===== config.mk =====
export PLATFORM = sky130hd
export DESIGN_NAME = usb_endpoint_handshake_ctrl
export DESIGN_NICKNAME = d
export VERILOG_FILES = /design/src/rtl/usb_ep_pkg.sv /design/src/rtl/ep_dir_ctrl.sv /design/src/rtl/usb_endpoint_handshake_ctrl.sv
export SDC_FILE = /design/constraint.sdc
export NUM_CORES = 1
export LEC_CHECK = 0
export BUFFER_PORTS_ARGS = -buffer_cell sky130_fd_sc_hd__buf_4
export CORE_UTILIZATION = 45
export CTS_BUF_LIST = sky130_fd_sc_hd__clkbuf_4 sky130_fd_sc_hd__clkbuf_8
export DETAILED_ROUTE_END_ITERATION = 12
export PLACE_DENSITY = 0.93
export SYNTH_ARGS = -nofsm -noshare
export SYNTH_HDL_FRONTEND = slang
export SYNTH_SLANG_ARGS = --single-unit

===== constraint.sdc =====
create_clock -name pclk -period 2.79 [get_ports pclk]
set_input_delay 0.279 -clock pclk [delete_from_list [all_inputs] [get_ports pclk]]
set_output_delay 0.279 -clock pclk [all_outputs]
set_load 0.02 [all_outputs]

===== src/rtl/usb_ep_pkg.sv =====
// shared constants for the endpoint handshake and data-toggle control block
// What this block does
// - a SETUP on endpoint zero sets its transmit toggle to one.
// - transmit toggles of endpoints zero and one invert only on host ACK.
// - toggle value 0 means DATA0, value 1 means DATA1.
// - software writes to toggle bits take effect, forcing DATA0 or DATA1.
// - a correct transfer on endpoint zero sets both its states to NAK.
// - setup stage clears the endpoint zero receive toggle.
// - receive toggle inverts only on error-free data with the expected PID.
// - SETUP to a non-disabled endpoint zero is acknowledged, both states NAK.
// - a STALL answer on endpoint zero sets both its states to stall.
// - endpoint one bits 7:4 and endpoint zero bit 3 read zero.
// - endpoint one receive done flag sets on good reception, software clears.
// - endpoint one transmit done flag sets on good transmission, software clears.
// - USB reset, bus or forced, clears endpoint one bits 2:0.
// - endpoint one states: 0 disabled, 1 stall, 2 NAK, 3 valid.
// - good reception on endpoint one sets only its receive state to NAK.
// - good transmission on endpoint one sets only its transmit state to NAK.
// - endpoint zero done flag at bit 7 sets on correct transfer.
// - USB reset clears endpoint zero bits 6:4 and 2:0.
// - interrupt request when a done flag, its mask set, global disable clear.
package usb_ep_pkg;

   localparam int          ADDR_W        = 8;
   localparam int          DATA_W        = 32;

   localparam logic [7:0]  OFS_EP0       = 8'h00;
   localparam logic [7:0]  OFS_EP1_RX    = 8'h04;
   localparam logic [7:0]  OFS_EP1_TX    = 8'h08;
   localparam logic [7:0]  OFS_CTRL      = 8'h0c;

   localparam logic [1:0]  ST_DISABLED   = 2'h0;
   localparam logic [1:0]  ST_STALL      = 2'h1;
   localparam logic [1:0]  ST_NAK        = 2'h2;
   localparam logic [1:0]  ST_VALID      = 2'h3;

   localparam int          EP0_DONE_BIT  = 7;
   localparam int          EP0_TXTOG_BIT = 6;
   localparam int          EP0_TXST_LO   = 4;
   localparam int          EP0_RXTOG_BIT = 2;
   localparam int          EP0_RXST_LO   = 0;
   localparam int          EP1_DONE_BIT  = 3;
   localparam int          EP1_TOG_BIT   = 2;
   localparam int          EP1_ST_LO     = 0;
   localparam int          CTRL_FORCE_BIT = 0;
   localparam int          CTRL_MASK_BIT = 1;
   localparam int          CTRL_RST_BIT  = 7;

   localparam logic [31:0] RESET_WORD    = 32'h0000_0000;

   typedef enum logic [2:0] {
      SEL_EP0,
      SEL_EP1_RX,
      SEL_EP1_TX,
      SEL_CTRL,
      SEL_NONE
   } reg_sel_t;

   function automatic reg_sel_t decode_reg(input logic [ADDR_W-1:0] addr);
      case (addr)
         OFS_EP0:    decode_reg = SEL_EP0;
         OFS_EP1_RX: decode_reg = SEL_EP1_RX;
         OFS_EP1_TX: decode_reg = SEL_EP1_TX;
         OFS_CTRL:   decode_reg = SEL_CTRL;
         default:    decode_reg = SEL_NONE;
      endcase
   endfunction

endpackage


===== src/rtl/ep_dir_ctrl.sv =====
// state field and data toggle of one endpoint direction
`timescale 1ns/1ps
module ep_dir_ctrl (
   // clock and reset
   input  wire logic       pclk,
   input  wire logic       presetn,
   // usb reset, bus or forced
   input  wire logic       usb_rst,
   // software write
   input  wire logic       sw_wr,
   input  wire logic [1:0] sw_state,
   input  wire logic       sw_toggle,
   // hardware events
   input  wire logic       ev_nak,
   input  wire logic       ev_stall,
   input  wire logic       ev_tog_set,
   input  wire logic       ev_tog_clr,
   input  wire logic       ev_tog_flip,
   // current values
   output logic [1:0]      state,
   output logic            toggle
);
   import usb_ep_pkg::*;

   typedef struct packed {
      logic [1:0] state;
      logic       toggle;
   } dir_st_t;

   dir_st_t q, d;

   always_comb begin
      d = q;
      if (sw_wr) begin
         d.state  = sw_state;
         d.toggle = sw_toggle;
      end
      // hardware last so it overrides a same-cycle write
      if (ev_tog_flip) d.toggle = ~q.toggle;
      if (ev_tog_set)  d.toggle = 1'b1;
      if (ev_tog_clr)  d.toggle = 1'b0;
      if (ev_nak)      d.state  = ST_NAK;
      if (ev_stall)    d.state  = ST_STALL;
      if (usb_rst) begin
         d.state  = ST_DISABLED;
         d.toggle = 1'b0;
      end
   end

   always_ff @(posedge pclk or negedge presetn) begin
      if (!presetn) q <= '0;
      else          q <= d;
   end

   assign state  = q.state;
   assign toggle = q.toggle;
endmodule // ep_dir_ctrl


===== src/rtl/usb_endpoint_handshake_ctrl.sv =====
// endpoint handshake state, data toggles and transfer flags behind an apb slave
`timescale 1ns/1ps
module usb_endpoint_handshake_ctrl (
   // clock and reset
   input  wire logic                         pclk,
   input  wire logic                         presetn,
   // apb slave
   input  wire logic [usb_ep_pkg::ADDR_W-1:0] paddr,
   input  wire logic                         psel,
   input  wire logic                         penable,
   input  wire logic                         pwrite,
   input  wire logic [usb_ep_pkg::DATA_W-1:0] pwdata,
   output logic                              pready,
   output logic [usb_ep_pkg::DATA_W-1:0]     prdata,
   output logic                              pslverr,
   // events from the serial engine, one-cycle pulses
   input  wire logic                         usb_bus_reset,
   input  wire logic                         ev_ep,
   input  wire logic                         ev_setup,
   input  wire logic                         ev_rx_ok,
   input  wire logic                         ev_rx_pid,
   input  wire logic                         ev_tx_ack,
   input  wire logic                         ev_stall_sent,
   // processor side
   input  wire logic                         global_irq_disable,
   output logic                              irq_req,
   // endpoint view for the serial engine
   output logic [1:0]                        ep0_tx_state,
   output logic [1:0]                        ep0_rx_state,
   output logic                              ep0_tx_toggle,
   output logic                              ep0_rx_toggle,
   output logic [1:0]                        ep1_tx_state,
   output logic [1:0]                        ep1_rx_state,
   output logic                              ep1_tx_toggle,
   output logic                              ep1_rx_toggle,
   output logic                              iface_reset
);
   import usb_ep_pkg::*;

   // decode and read mux assume one 32-bit word per register
   if (ADDR_W < 4 || DATA_W != 32) begin : g_width_check
      $error("unsupported apb widths");
   end

   typedef struct packed {
      logic              ep0_done;
      logic              ep1_rx_done;
      logic              ep1_tx_done;
      logic              force_rst;
      logic              done_irq_mask;
      logic [DATA_W-1:0] rdata;
   } main_st_t;

   main_st_t q, d;

   reg_sel_t sel;
   logic     setup_ph;
   logic     wr_acc;
   logic     wr_ep0;
   logic     wr_ep1_rx;
   logic     wr_ep1_tx;
   logic     usb_rst;
   logic     ev0;
   logic     ev1;
   logic     setup0;
   logic     rx0_ok;
   logic     tx0_ok;
   logic     rx1_ok;
   logic     tx1_ok;
   logic     ep0_xfer_ok;
   logic     stall0;

   assign sel      = decode_reg(paddr);
   assign setup_ph = psel && !penable;
   // zero-wait slave: every access phase completes at once
   assign pready   = 1'b1;
   assign wr_acc   = psel && penable && pwrite;
   assign pslverr  = psel && penable && (sel == SEL_NONE);
   assign wr_ep0    = wr_acc && (sel == SEL_EP0);
   assign wr_ep1_rx = wr_acc && (sel == SEL_EP1_RX);
   assign wr_ep1_tx = wr_acc && (sel == SEL_EP1_TX);

   assign usb_rst     = usb_bus_reset || q.force_rst;
   assign iface_reset = usb_rst;

   assign ev0 = !ev_ep && !usb_rst;
   assign ev1 = ev_ep && !usb_rst;

   // disabled endpoint ignores SETUP, reception and ACK; a STALL answer still stalls it
   assign setup0 = ev_setup && ev0 && (ep0_rx_state != ST_DISABLED);
   // a wrong data PID is a repeat: acknowledged upstream, no toggle, no flag
   assign rx0_ok = ev_rx_ok && ev0 && (ep0_rx_state == ST_VALID)
                   && (ev_rx_pid == ep0_rx_toggle);
   assign tx0_ok = ev_tx_ack && ev0 && (ep0_tx_state == ST_VALID);
   assign rx1_ok = ev_rx_ok && ev1 && (ep1_rx_state == ST_VALID)
                   && (ev_rx_pid == ep1_rx_toggle);
   assign tx1_ok = ev_tx_ack && ev1 && (ep1_tx_state == ST_VALID);
   assign ep0_xfer_ok = rx0_ok || tx0_ok;
   assign stall0 = ev_stall_sent && ev0;

   ep_dir_ctrl u_ep0_tx (
      .pclk        (pclk),
      .presetn     (presetn),
      .usb_rst     (usb_rst),
      .sw_wr       (wr_ep0),
      .sw_state    (pwdata[EP0_TXST_LO +: 2]),
      .sw_toggle   (pwdata[EP0_TXTOG_BIT]),
      .ev_nak      (ep0_xfer_ok || setup0),
      .ev_stall    (stall0),
      .ev_tog_set  (setup0),
      .ev_tog_clr  (1'b0),
      .ev_tog_flip (tx0_ok),
      .state       (ep0_tx_state),
      .toggle      (ep0_tx_toggle)
   );

   ep_dir_ctrl u_ep0_rx (
      .pclk        (pclk),
      .presetn     (presetn),
      .usb_rst     (usb_rst),
      .sw_wr       (wr_ep0),
      .sw_state    (pwdata[EP0_RXST_LO +: 2]),
      .sw_toggle   (pwdata[EP0_RXTOG_BIT]),
      .ev_nak      (ep0_xfer_ok || setup0),
      .ev_stall    (stall0),
      .ev_tog_set  (1'b0),
      .ev_tog_clr  (setup0),
      .ev_tog_flip (rx0_ok),
      .state       (ep0_rx_state),
      .toggle      (ep0_rx_toggle)
   );

   ep_dir_ctrl u_ep1_rx (
      .pclk        (pclk),
      .presetn     (presetn),
      .usb_rst     (usb_rst),
      .sw_wr       (wr_ep1_rx),
      .sw_state    (pwdata[EP1_ST_LO +: 2]),
      .sw_toggle   (pwdata[EP1_TOG_BIT]),
      .ev_nak      (rx1_ok),
      .ev_stall    (1'b0),
      .ev_tog_set  (1'b0),
      .ev_tog_clr  (1'b0),
      .ev_tog_flip (rx1_ok),
      .state       (ep1_rx_state),
      .toggle      (ep1_rx_toggle)
   );

   ep_dir_ctrl u_ep1_tx (
      .pclk        (pclk),
      .presetn     (presetn),
      .usb_rst     (usb_rst),
      .sw_wr       (wr_ep1_tx),
      .sw_state    (pwdata[EP1_ST_LO +: 2]),
      .sw_toggle   (pwdata[EP1_TOG_BIT]),
      .ev_nak      (tx1_ok),
      .ev_stall    (1'b0),
      .ev_tog_set  (1'b0),
      .ev_tog_clr  (1'b0),
      .ev_tog_flip (tx1_ok),
      .state       (ep1_tx_state),
      .toggle      (ep1_tx_toggle)
   );

   always_comb begin
      d = q;
      // done flags: writing 0 clears, writing 1 keeps; a set wins
      d.ep0_done    = (q.ep0_done && !(wr_ep0 && !pwdata[EP0_DONE_BIT]))
                      || ep0_xfer_ok;
      d.ep1_rx_done = (q.ep1_rx_done && !(wr_ep1_rx && !pwdata[EP1_DONE_BIT]))
                      || rx1_ok;
      d.ep1_tx_done = (q.ep1_tx_done && !(wr_ep1_tx && !pwdata[EP1_DONE_BIT]))
                      || tx1_ok;
      if (wr_acc && sel == SEL_CTRL) begin
         d.force_rst     = pwdata[CTRL_FORCE_BIT];
         d.done_irq_mask = pwdata[CTRL_MASK_BIT];
      end
      // read data captured in the setup phase, so prdata is a flop
      if (setup_ph) begin
         d.rdata = RESET_WORD;
         case (sel)
            SEL_EP0: begin
               d.rdata[EP0_DONE_BIT]      = q.ep0_done;
               d.rdata[EP0_TXTOG_BIT]     = ep0_tx_toggle;
               d.rdata[EP0_TXST_LO +: 2]  = ep0_tx_state;
               d.rdata[EP0_RXTOG_BIT]     = ep0_rx_toggle;
               d.rdata[EP0_RXST_LO +: 2]  = ep0_rx_state;  // bit 3 stays 0
            end
            SEL_EP1_RX: begin
               d.rdata[EP1_DONE_BIT]      = q.ep1_rx_done;
               d.rdata[EP1_TOG_BIT]       = ep1_rx_toggle;
               d.rdata[EP1_ST_LO +: 2]    = ep1_rx_state;
            end
            SEL_EP1_TX: begin
               d.rdata[EP1_DONE_BIT]      = q.ep1_tx_done;
               d.rdata[EP1_TOG_BIT]       = ep1_tx_toggle;
               d.rdata[EP1_ST_LO +: 2]    = ep1_tx_state;
            end
            SEL_CTRL: begin
               d.rdata[CTRL_FORCE_BIT]    = q.force_rst;
               d.rdata[CTRL_MASK_BIT]     = q.done_irq_mask;
               d.rdata[CTRL_RST_BIT]      = usb_rst;
            end
            default: d.rdata = RESET_WORD;
         endcase
      end
   end

   always_ff @(posedge pclk or negedge presetn) begin
      if (!presetn) q <= '0;
      else          q <= d;
   end

   assign prdata  = q.rdata;
   assign irq_req = (q.ep0_done || q.ep1_rx_done || q.ep1_tx_done)
                    && q.done_irq_mask && !global_irq_disable;
endmodule // usb_endpoint_handshake_ctrl


# Word-level counts from Yosys, hierarchy flattened
# Index checks and enable logic that the tools add are counted.
# totals
elab_cells	113
regBits	25
output_inout_bits	48
input_bits	53
# op_classes
n_mux	26
bitwise_logic	4
eq_ne	13
n_reduce_logical	56
# ops
op	n
logical AND 1 bit	31
two-way mux 3 bit	9
== test 8 x 4 -> 1 bit (second input constant)	2
two-way mux 2 bit	6
case mux 3 bit (4 select lines)	1
nonzero test 4 bit	3
zero test 1 bit	9
== test 2 bit (second input constant)	4
== test 8 x 3 -> 1 bit (second input constant)	1
zero test 8 bit	1
logical OR 1 bit	8
case mux 2 bit (4 select lines)	1
== test 3 x 2 -> 1 bit (second input constant)	2
two-way mux 1 bit	6
nonzero test 3 bit	2
inverter 1 bit	4
case mux 1 bit (2 select lines)	2
== test 3 x 1 -> 1 bit (second input constant)	1
== test 3 bit (second input constant)	1
zero test 3 bit	1
case mux 1 bit (3 select lines)	1
== test 1 bit	2
nonzero test 2 bit	1

# Logic depth before layout (Yosys ltp)
# depth
word_depth	11
mapped_depth	5
ltp_nobuf	5

# Hierarchy
# A second synthesis with hierarchy kept.
# unflattened
hier_cells	195
area_unflattened_um2	1737.9
# by_module_without_submodules
mod	area_per_inst_um2	n_inst	seq_area_each_um2	cells_per_inst
usb_endpoint_handshake_ctrl	1152.4	1	325.3	139
ep_dir_ctrl	146.4	4	75.1	14

# Worst setup path before layout
# No wires, ideal clock.
# synth_timing
path_kind	input -> register
from	input port paddr[1] (netlist name)
to	register u_ep1_tx.q, in the netlist u_ep1_tx.toggle
arrival_ns	1.580
required_ns	2.640
path_buffers	0
path_slack_ns	1.061
setup_time_ns	0.150
stages	4
path_cell_list	or4_4 or4_4 o21ai_0 a211oi_1
# synth_between
elab_chain_len	5
word_cells_on_any_way	8
classes_between	4 x eq/ne; 1 x mux; 3 x reduce/logical
# synth_lines
item	line	source
start: declaration	usb_endpoint_handshake_ctrl.sv:8	input wire logic [usb_ep_pkg::ADDR_W-1:0] paddr,
== test 8 x 4 -> 1 bit, or another cell as far along	usb_ep_pkg.sv:60	case (addr)
case mux 3 bit (4 select lines) (*)	usb_ep_pkg.sv:60	
== test 3 x 2 -> 1 bit (*)	usb_endpoint_handshake_ctrl.sv:81	assign wr_ep1_tx = wr_acc && (sel == SEL_EP1_TX);
logical AND 1 bit (*)	usb_endpoint_handshake_ctrl.sv:81	
nonzero test 3 bit (no source line) (*)	-	
end signal: assignment	ep_dir_ctrl.sv:51	if (!presetn) q <= '0;
end signal: assignment	ep_dir_ctrl.sv:52	else q <= d;
end: declaration	ep_dir_ctrl.sv:30	dir_st_t q, d;
# Mark *: on every way between the ends. The rest lies on a longest branch, timed or not.
# A chain may end at the register's enable or synchronous reset.

# Worst setup path in the final report
# layout_timing
from	register q[33] (netlist name)
to	register u_ep0_tx.q, in the netlist u_ep0_tx.toggle
# layout_between
elab_chain_len	8
word_cells_on_any_way	11
classes_between	3 x mux; 8 x reduce/logical
# layout_lines
item	line	source
start: declaration	usb_endpoint_handshake_ctrl.sv:54	main_st_t q, d;
start signal: assignment	usb_endpoint_handshake_ctrl.sv:210	if (!presetn) q <= '0;
start signal: assignment	usb_endpoint_handshake_ctrl.sv:211	else q <= d;
logical OR 1 bit (*)	usb_endpoint_handshake_ctrl.sv:83	assign usb_rst = usb_bus_reset || q.force_rst;
zero test 1 bit	usb_endpoint_handshake_ctrl.sv:86	assign ev0 = !ev_ep && !usb_rst;
logical AND 1 bit	usb_endpoint_handshake_ctrl.sv:86	
logical AND 1 bit (2 in a row)	usb_endpoint_handshake_ctrl.sv:94	assign tx0_ok = ev_tx_ack && ev0 && (ep0_tx_state == ST_VALID);
two-way mux 1 bit	ep_dir_ctrl.sv:39	if (ev_tog_flip) d.toggle = ~q.toggle;
two-way mux 1 bit	ep_dir_ctrl.sv:40	if (ev_tog_set) d.toggle = 1'b1;
two-way mux 3 bit	ep_dir_ctrl.sv:44	if (usb_rst) begin
end signal: assignment	ep_dir_ctrl.sv:51	
end signal: assignment	ep_dir_ctrl.sv:52	
end: declaration	ep_dir_ctrl.sv:30	
# Marks and branches as above.

==> key figures <==
Power and ir drop
  – VDD IR-drop max: 0.2654 mV
  – Leakage power: 0.0009439 uW
  – PwrDens: 339.9 mW/mm^2

Timing
  – RSZ-0062 raised after global routing: no
  – Final setup vio count: 0
  – Fin crit period: 1.922 ns
  – Period utilization: 68.89%
  – Final hold vios: 0
  – Min Hold Slack: 0.2064 ns
  – TNS Setup: 0 ns
  – Slew @ Worst Pin: 0.6343 ns
  – Slew margin rel.: 57.32%
  – Slew Viols, Final: 0
  – Worst clock skew: 0.003741 ns
  – Top achievable clock speed: 520.3 MHz

Critical path
  – Flop2flop setup slack: 0.87 ns
  – Worst setup path endpoint: u_ep0_tx.toggle
  – Reg-to-reg endpoint: u_ep0_tx.toggle
  – Worst Setup End Kind: flip-flop
  – WP data arrival: 2.16 ns
  – Critical path fanouts, max: 16
  – Critical path class: reg -> reg
  – CP startpoint kind: flip-flop
  – RR Startpoint: q[33]
  – Req. time, crit path: 3.03 ns
  – Worst Setup SP: q[33]
  – R2R cell count: 6

Yosys
  – Seq cells post-synth: 25
  – Post-synth top area cell: dfrtp_1
  – Synth Flop Type: dfrtp_1
  – Synth top area share: 38.11%
  – EDFF count, synth: 0
  – Synthesis warning total: 0
  – Cell Area, Synth: 0.001642 sq mm
  – Post-synthesis average cell area: 9.171 sq um
  – Post-synthesis cell count: 179
  – Seq/Total Area, Yosys: 38.11%
  – Ys async rst share: 100.0%
  – Leading post-synthesis cells by cell area: dfrtp_1 38%, buf_4 15%, mux2i_1 4.3%, nand2_1 3.7%, o21ai_0 3.4%
  – Cell variety after synth: 41

Routing
  – Routed wire length: 3799 um
  – Routed len/inst: 14.28 um
  – DRT Pass-1 Iters: 4
  – Via count: 1454
  – Iter 0 DRT Violations: 44
  – Post-DR vias/cell: 5.466
  – Detail Route Antenna Nets: 0
  – # DRC: 0

GRT
  – Vias in the first global route: 1356
  – Initial antenna violation count: 0
  – First-pass GRT wire length: 6472 um
  – Grt total ovfl: 0
  – GRT Overall Usage: 20.75%
  – Largest net degree at the start of global routing: 26

Clocking
  – Cts hold-fix bufs: 1
  – Post-CTS Resized: 0
  – H-tree depth: 1
  – Postcts setup bufs: 0
  – Clock Tree Buf Depth: 2
  – Clk slew on worst S/H paths: 0.13 ns
  – Num CTS Buffers: 3
  – CTS Root Cell: clkbuf_4
  – CTS Sinks: 25
  – CTS tree: yes
  – Clk_lat worst skew: 0.32 ns

Layout
  – Highest-count cells in the layout ignoring fill and taps: 52 x buf_4, 25 x conb_1, 25 x dfrtp_1
  – Commonest non-fill, non-tap cell in the layout: buf_4
  – Area growth, synth to finish: 18.37%
  – Layout Utilization: 56.89%
  – Share of layout cells above drive strength 1: 28.64%
  – Ant diodes: 0
  – Final Net Count: 274
  – Design Area, Final: 0.001943 sq mm
  – Fillers: 329

Place
  – Port Buf Inserts: 51
  – GPL Wtd Cong: 0.8933
  – Final HPWL from detailed placement: 3006 um
  – Placed cell areas: 0.001906 sq mm

Worst hold path
  – Hold Path Class: in -> reg

Die
  – Ports: 101
  – DIE AREA: 0.003894 sq mm
  – Row count: 21
  – Core Box Area: 0.003416 sq mm
  – Initial Util: 48.06%
  – Die width: 62.40 um
  – Die Ht: 62.40 um

Outcome
  – Status: completed

Job
  – Max-cap viol count: 0
## cell families (layout without fill, tap and decap cells)
logic type	Yosys count	in the layout	share of synthesized area [%]
other	2	25	0.4575
AOI/OAI and AO/OA	38	38	15.93
buffers and inverters	41	59	16.92
muxes	10	10	6.326
DFF	25	25	38.11
xor gates and xnor gates	2	2	1.067
and+or+nand+nor	61	61	21.19
## cell type report
class,instances,area (sq um),share of cell area [%]
Multi-Input combinational cell,136,824.5,42.43
Inverter,2,7.507,0.3863
Clock inverter,1,5.005,0.2576
Sequential cell,25,625.6,32.20
Tap cell,46,57.56,2.962
Clock buffer,3,22.52,1.159
Timing Repair Buffer,53,400.4,20.61
## cells in the mapped netlist, types with 2 or more instances
cell        n
buf_4      33
dfrtp_1    25
nand2_1    16
o21ai_0    11
nor2_1      8
mux2i_1     7
nor3_1      7
clkbuf_1    6
nand4_1     5
nor4_1      5
a211oi_1    4
a21oi_1     4
a22o_1      3
mux2_2      3
nand3_1     3
o2bb2ai_1   3
o31ai_1     3
or3_1       3
a31oi_1     2
a41oi_1     2
and3_1      2
conb_1      2
inv_1       2
o21bai_1    2
or4_4       2
## metrics by stage
stage                     total power (uW)  std cells  worst slack, ns
after detailed placement             505.6        261           0.8423
after global placement               502.9        261           0.8531
after floorplan                      471.3        202            1.061
after CTS                            666.1        266           0.8536
after global routing                 696.9        266           0.6508
final                                660.5        266           0.8679
## worst max-delay path, cell delays in order (launching register included)
cell	delay, ns
dfrtp_1	0.42
nor2_1	0.34
inv_1	0.10
buf_4	0.21
nor3_1	0.40
a2111oi_1	0.11
a311oi_1	0.25
## metal layers
metal / routed length [um] / vias up / share of wire (%) / global-route usage, %
li1: - / 685 / - / -
met3: 302 / 12 / 7.9 / 4.380
met4: 91 / 0 / 2.4 / 6.395
met1: 1576 / 684 / 41 / 27.24
met5: 0 / - / 0 / 0
met2: 1829 / 73 / 48 / 34.10
## how the worst min path moves through the flow
stage                          from  slack, ns         to  cells after the start
after floorplan             presetn      -0.02  prdata[0]                      0
final                     pwdata[3]       0.21      q[34]                      3
after global placement      presetn       0.19  prdata[5]                      1
after CTS                 pwdata[3]       0.20      q[34]                      3
after detailed placement    presetn       0.20  prdata[5]                      1
after global routing      pwdata[0]       0.19      q[33]                      2
## flip-flops by register name, indices dropped and copies added (netlist names)
signal           cells
prdata               8
q                    5
u_ep0_rx.state       2
u_ep0_rx.toggle      1
u_ep0_tx.state       2
u_ep0_tx.toggle      1
u_ep1_rx.state       2
u_ep1_rx.toggle      1
u_ep1_tx.state       2
u_ep1_tx.toggle      1
## where the power goes
group | internal [uW] | switching [uW]
Combinational | 44.9 | 83.2
Sequential | 367 | 5.46
Clock | 53.8 | 106
Total | 465 | 195
Power figures use the tool's default switching activity.
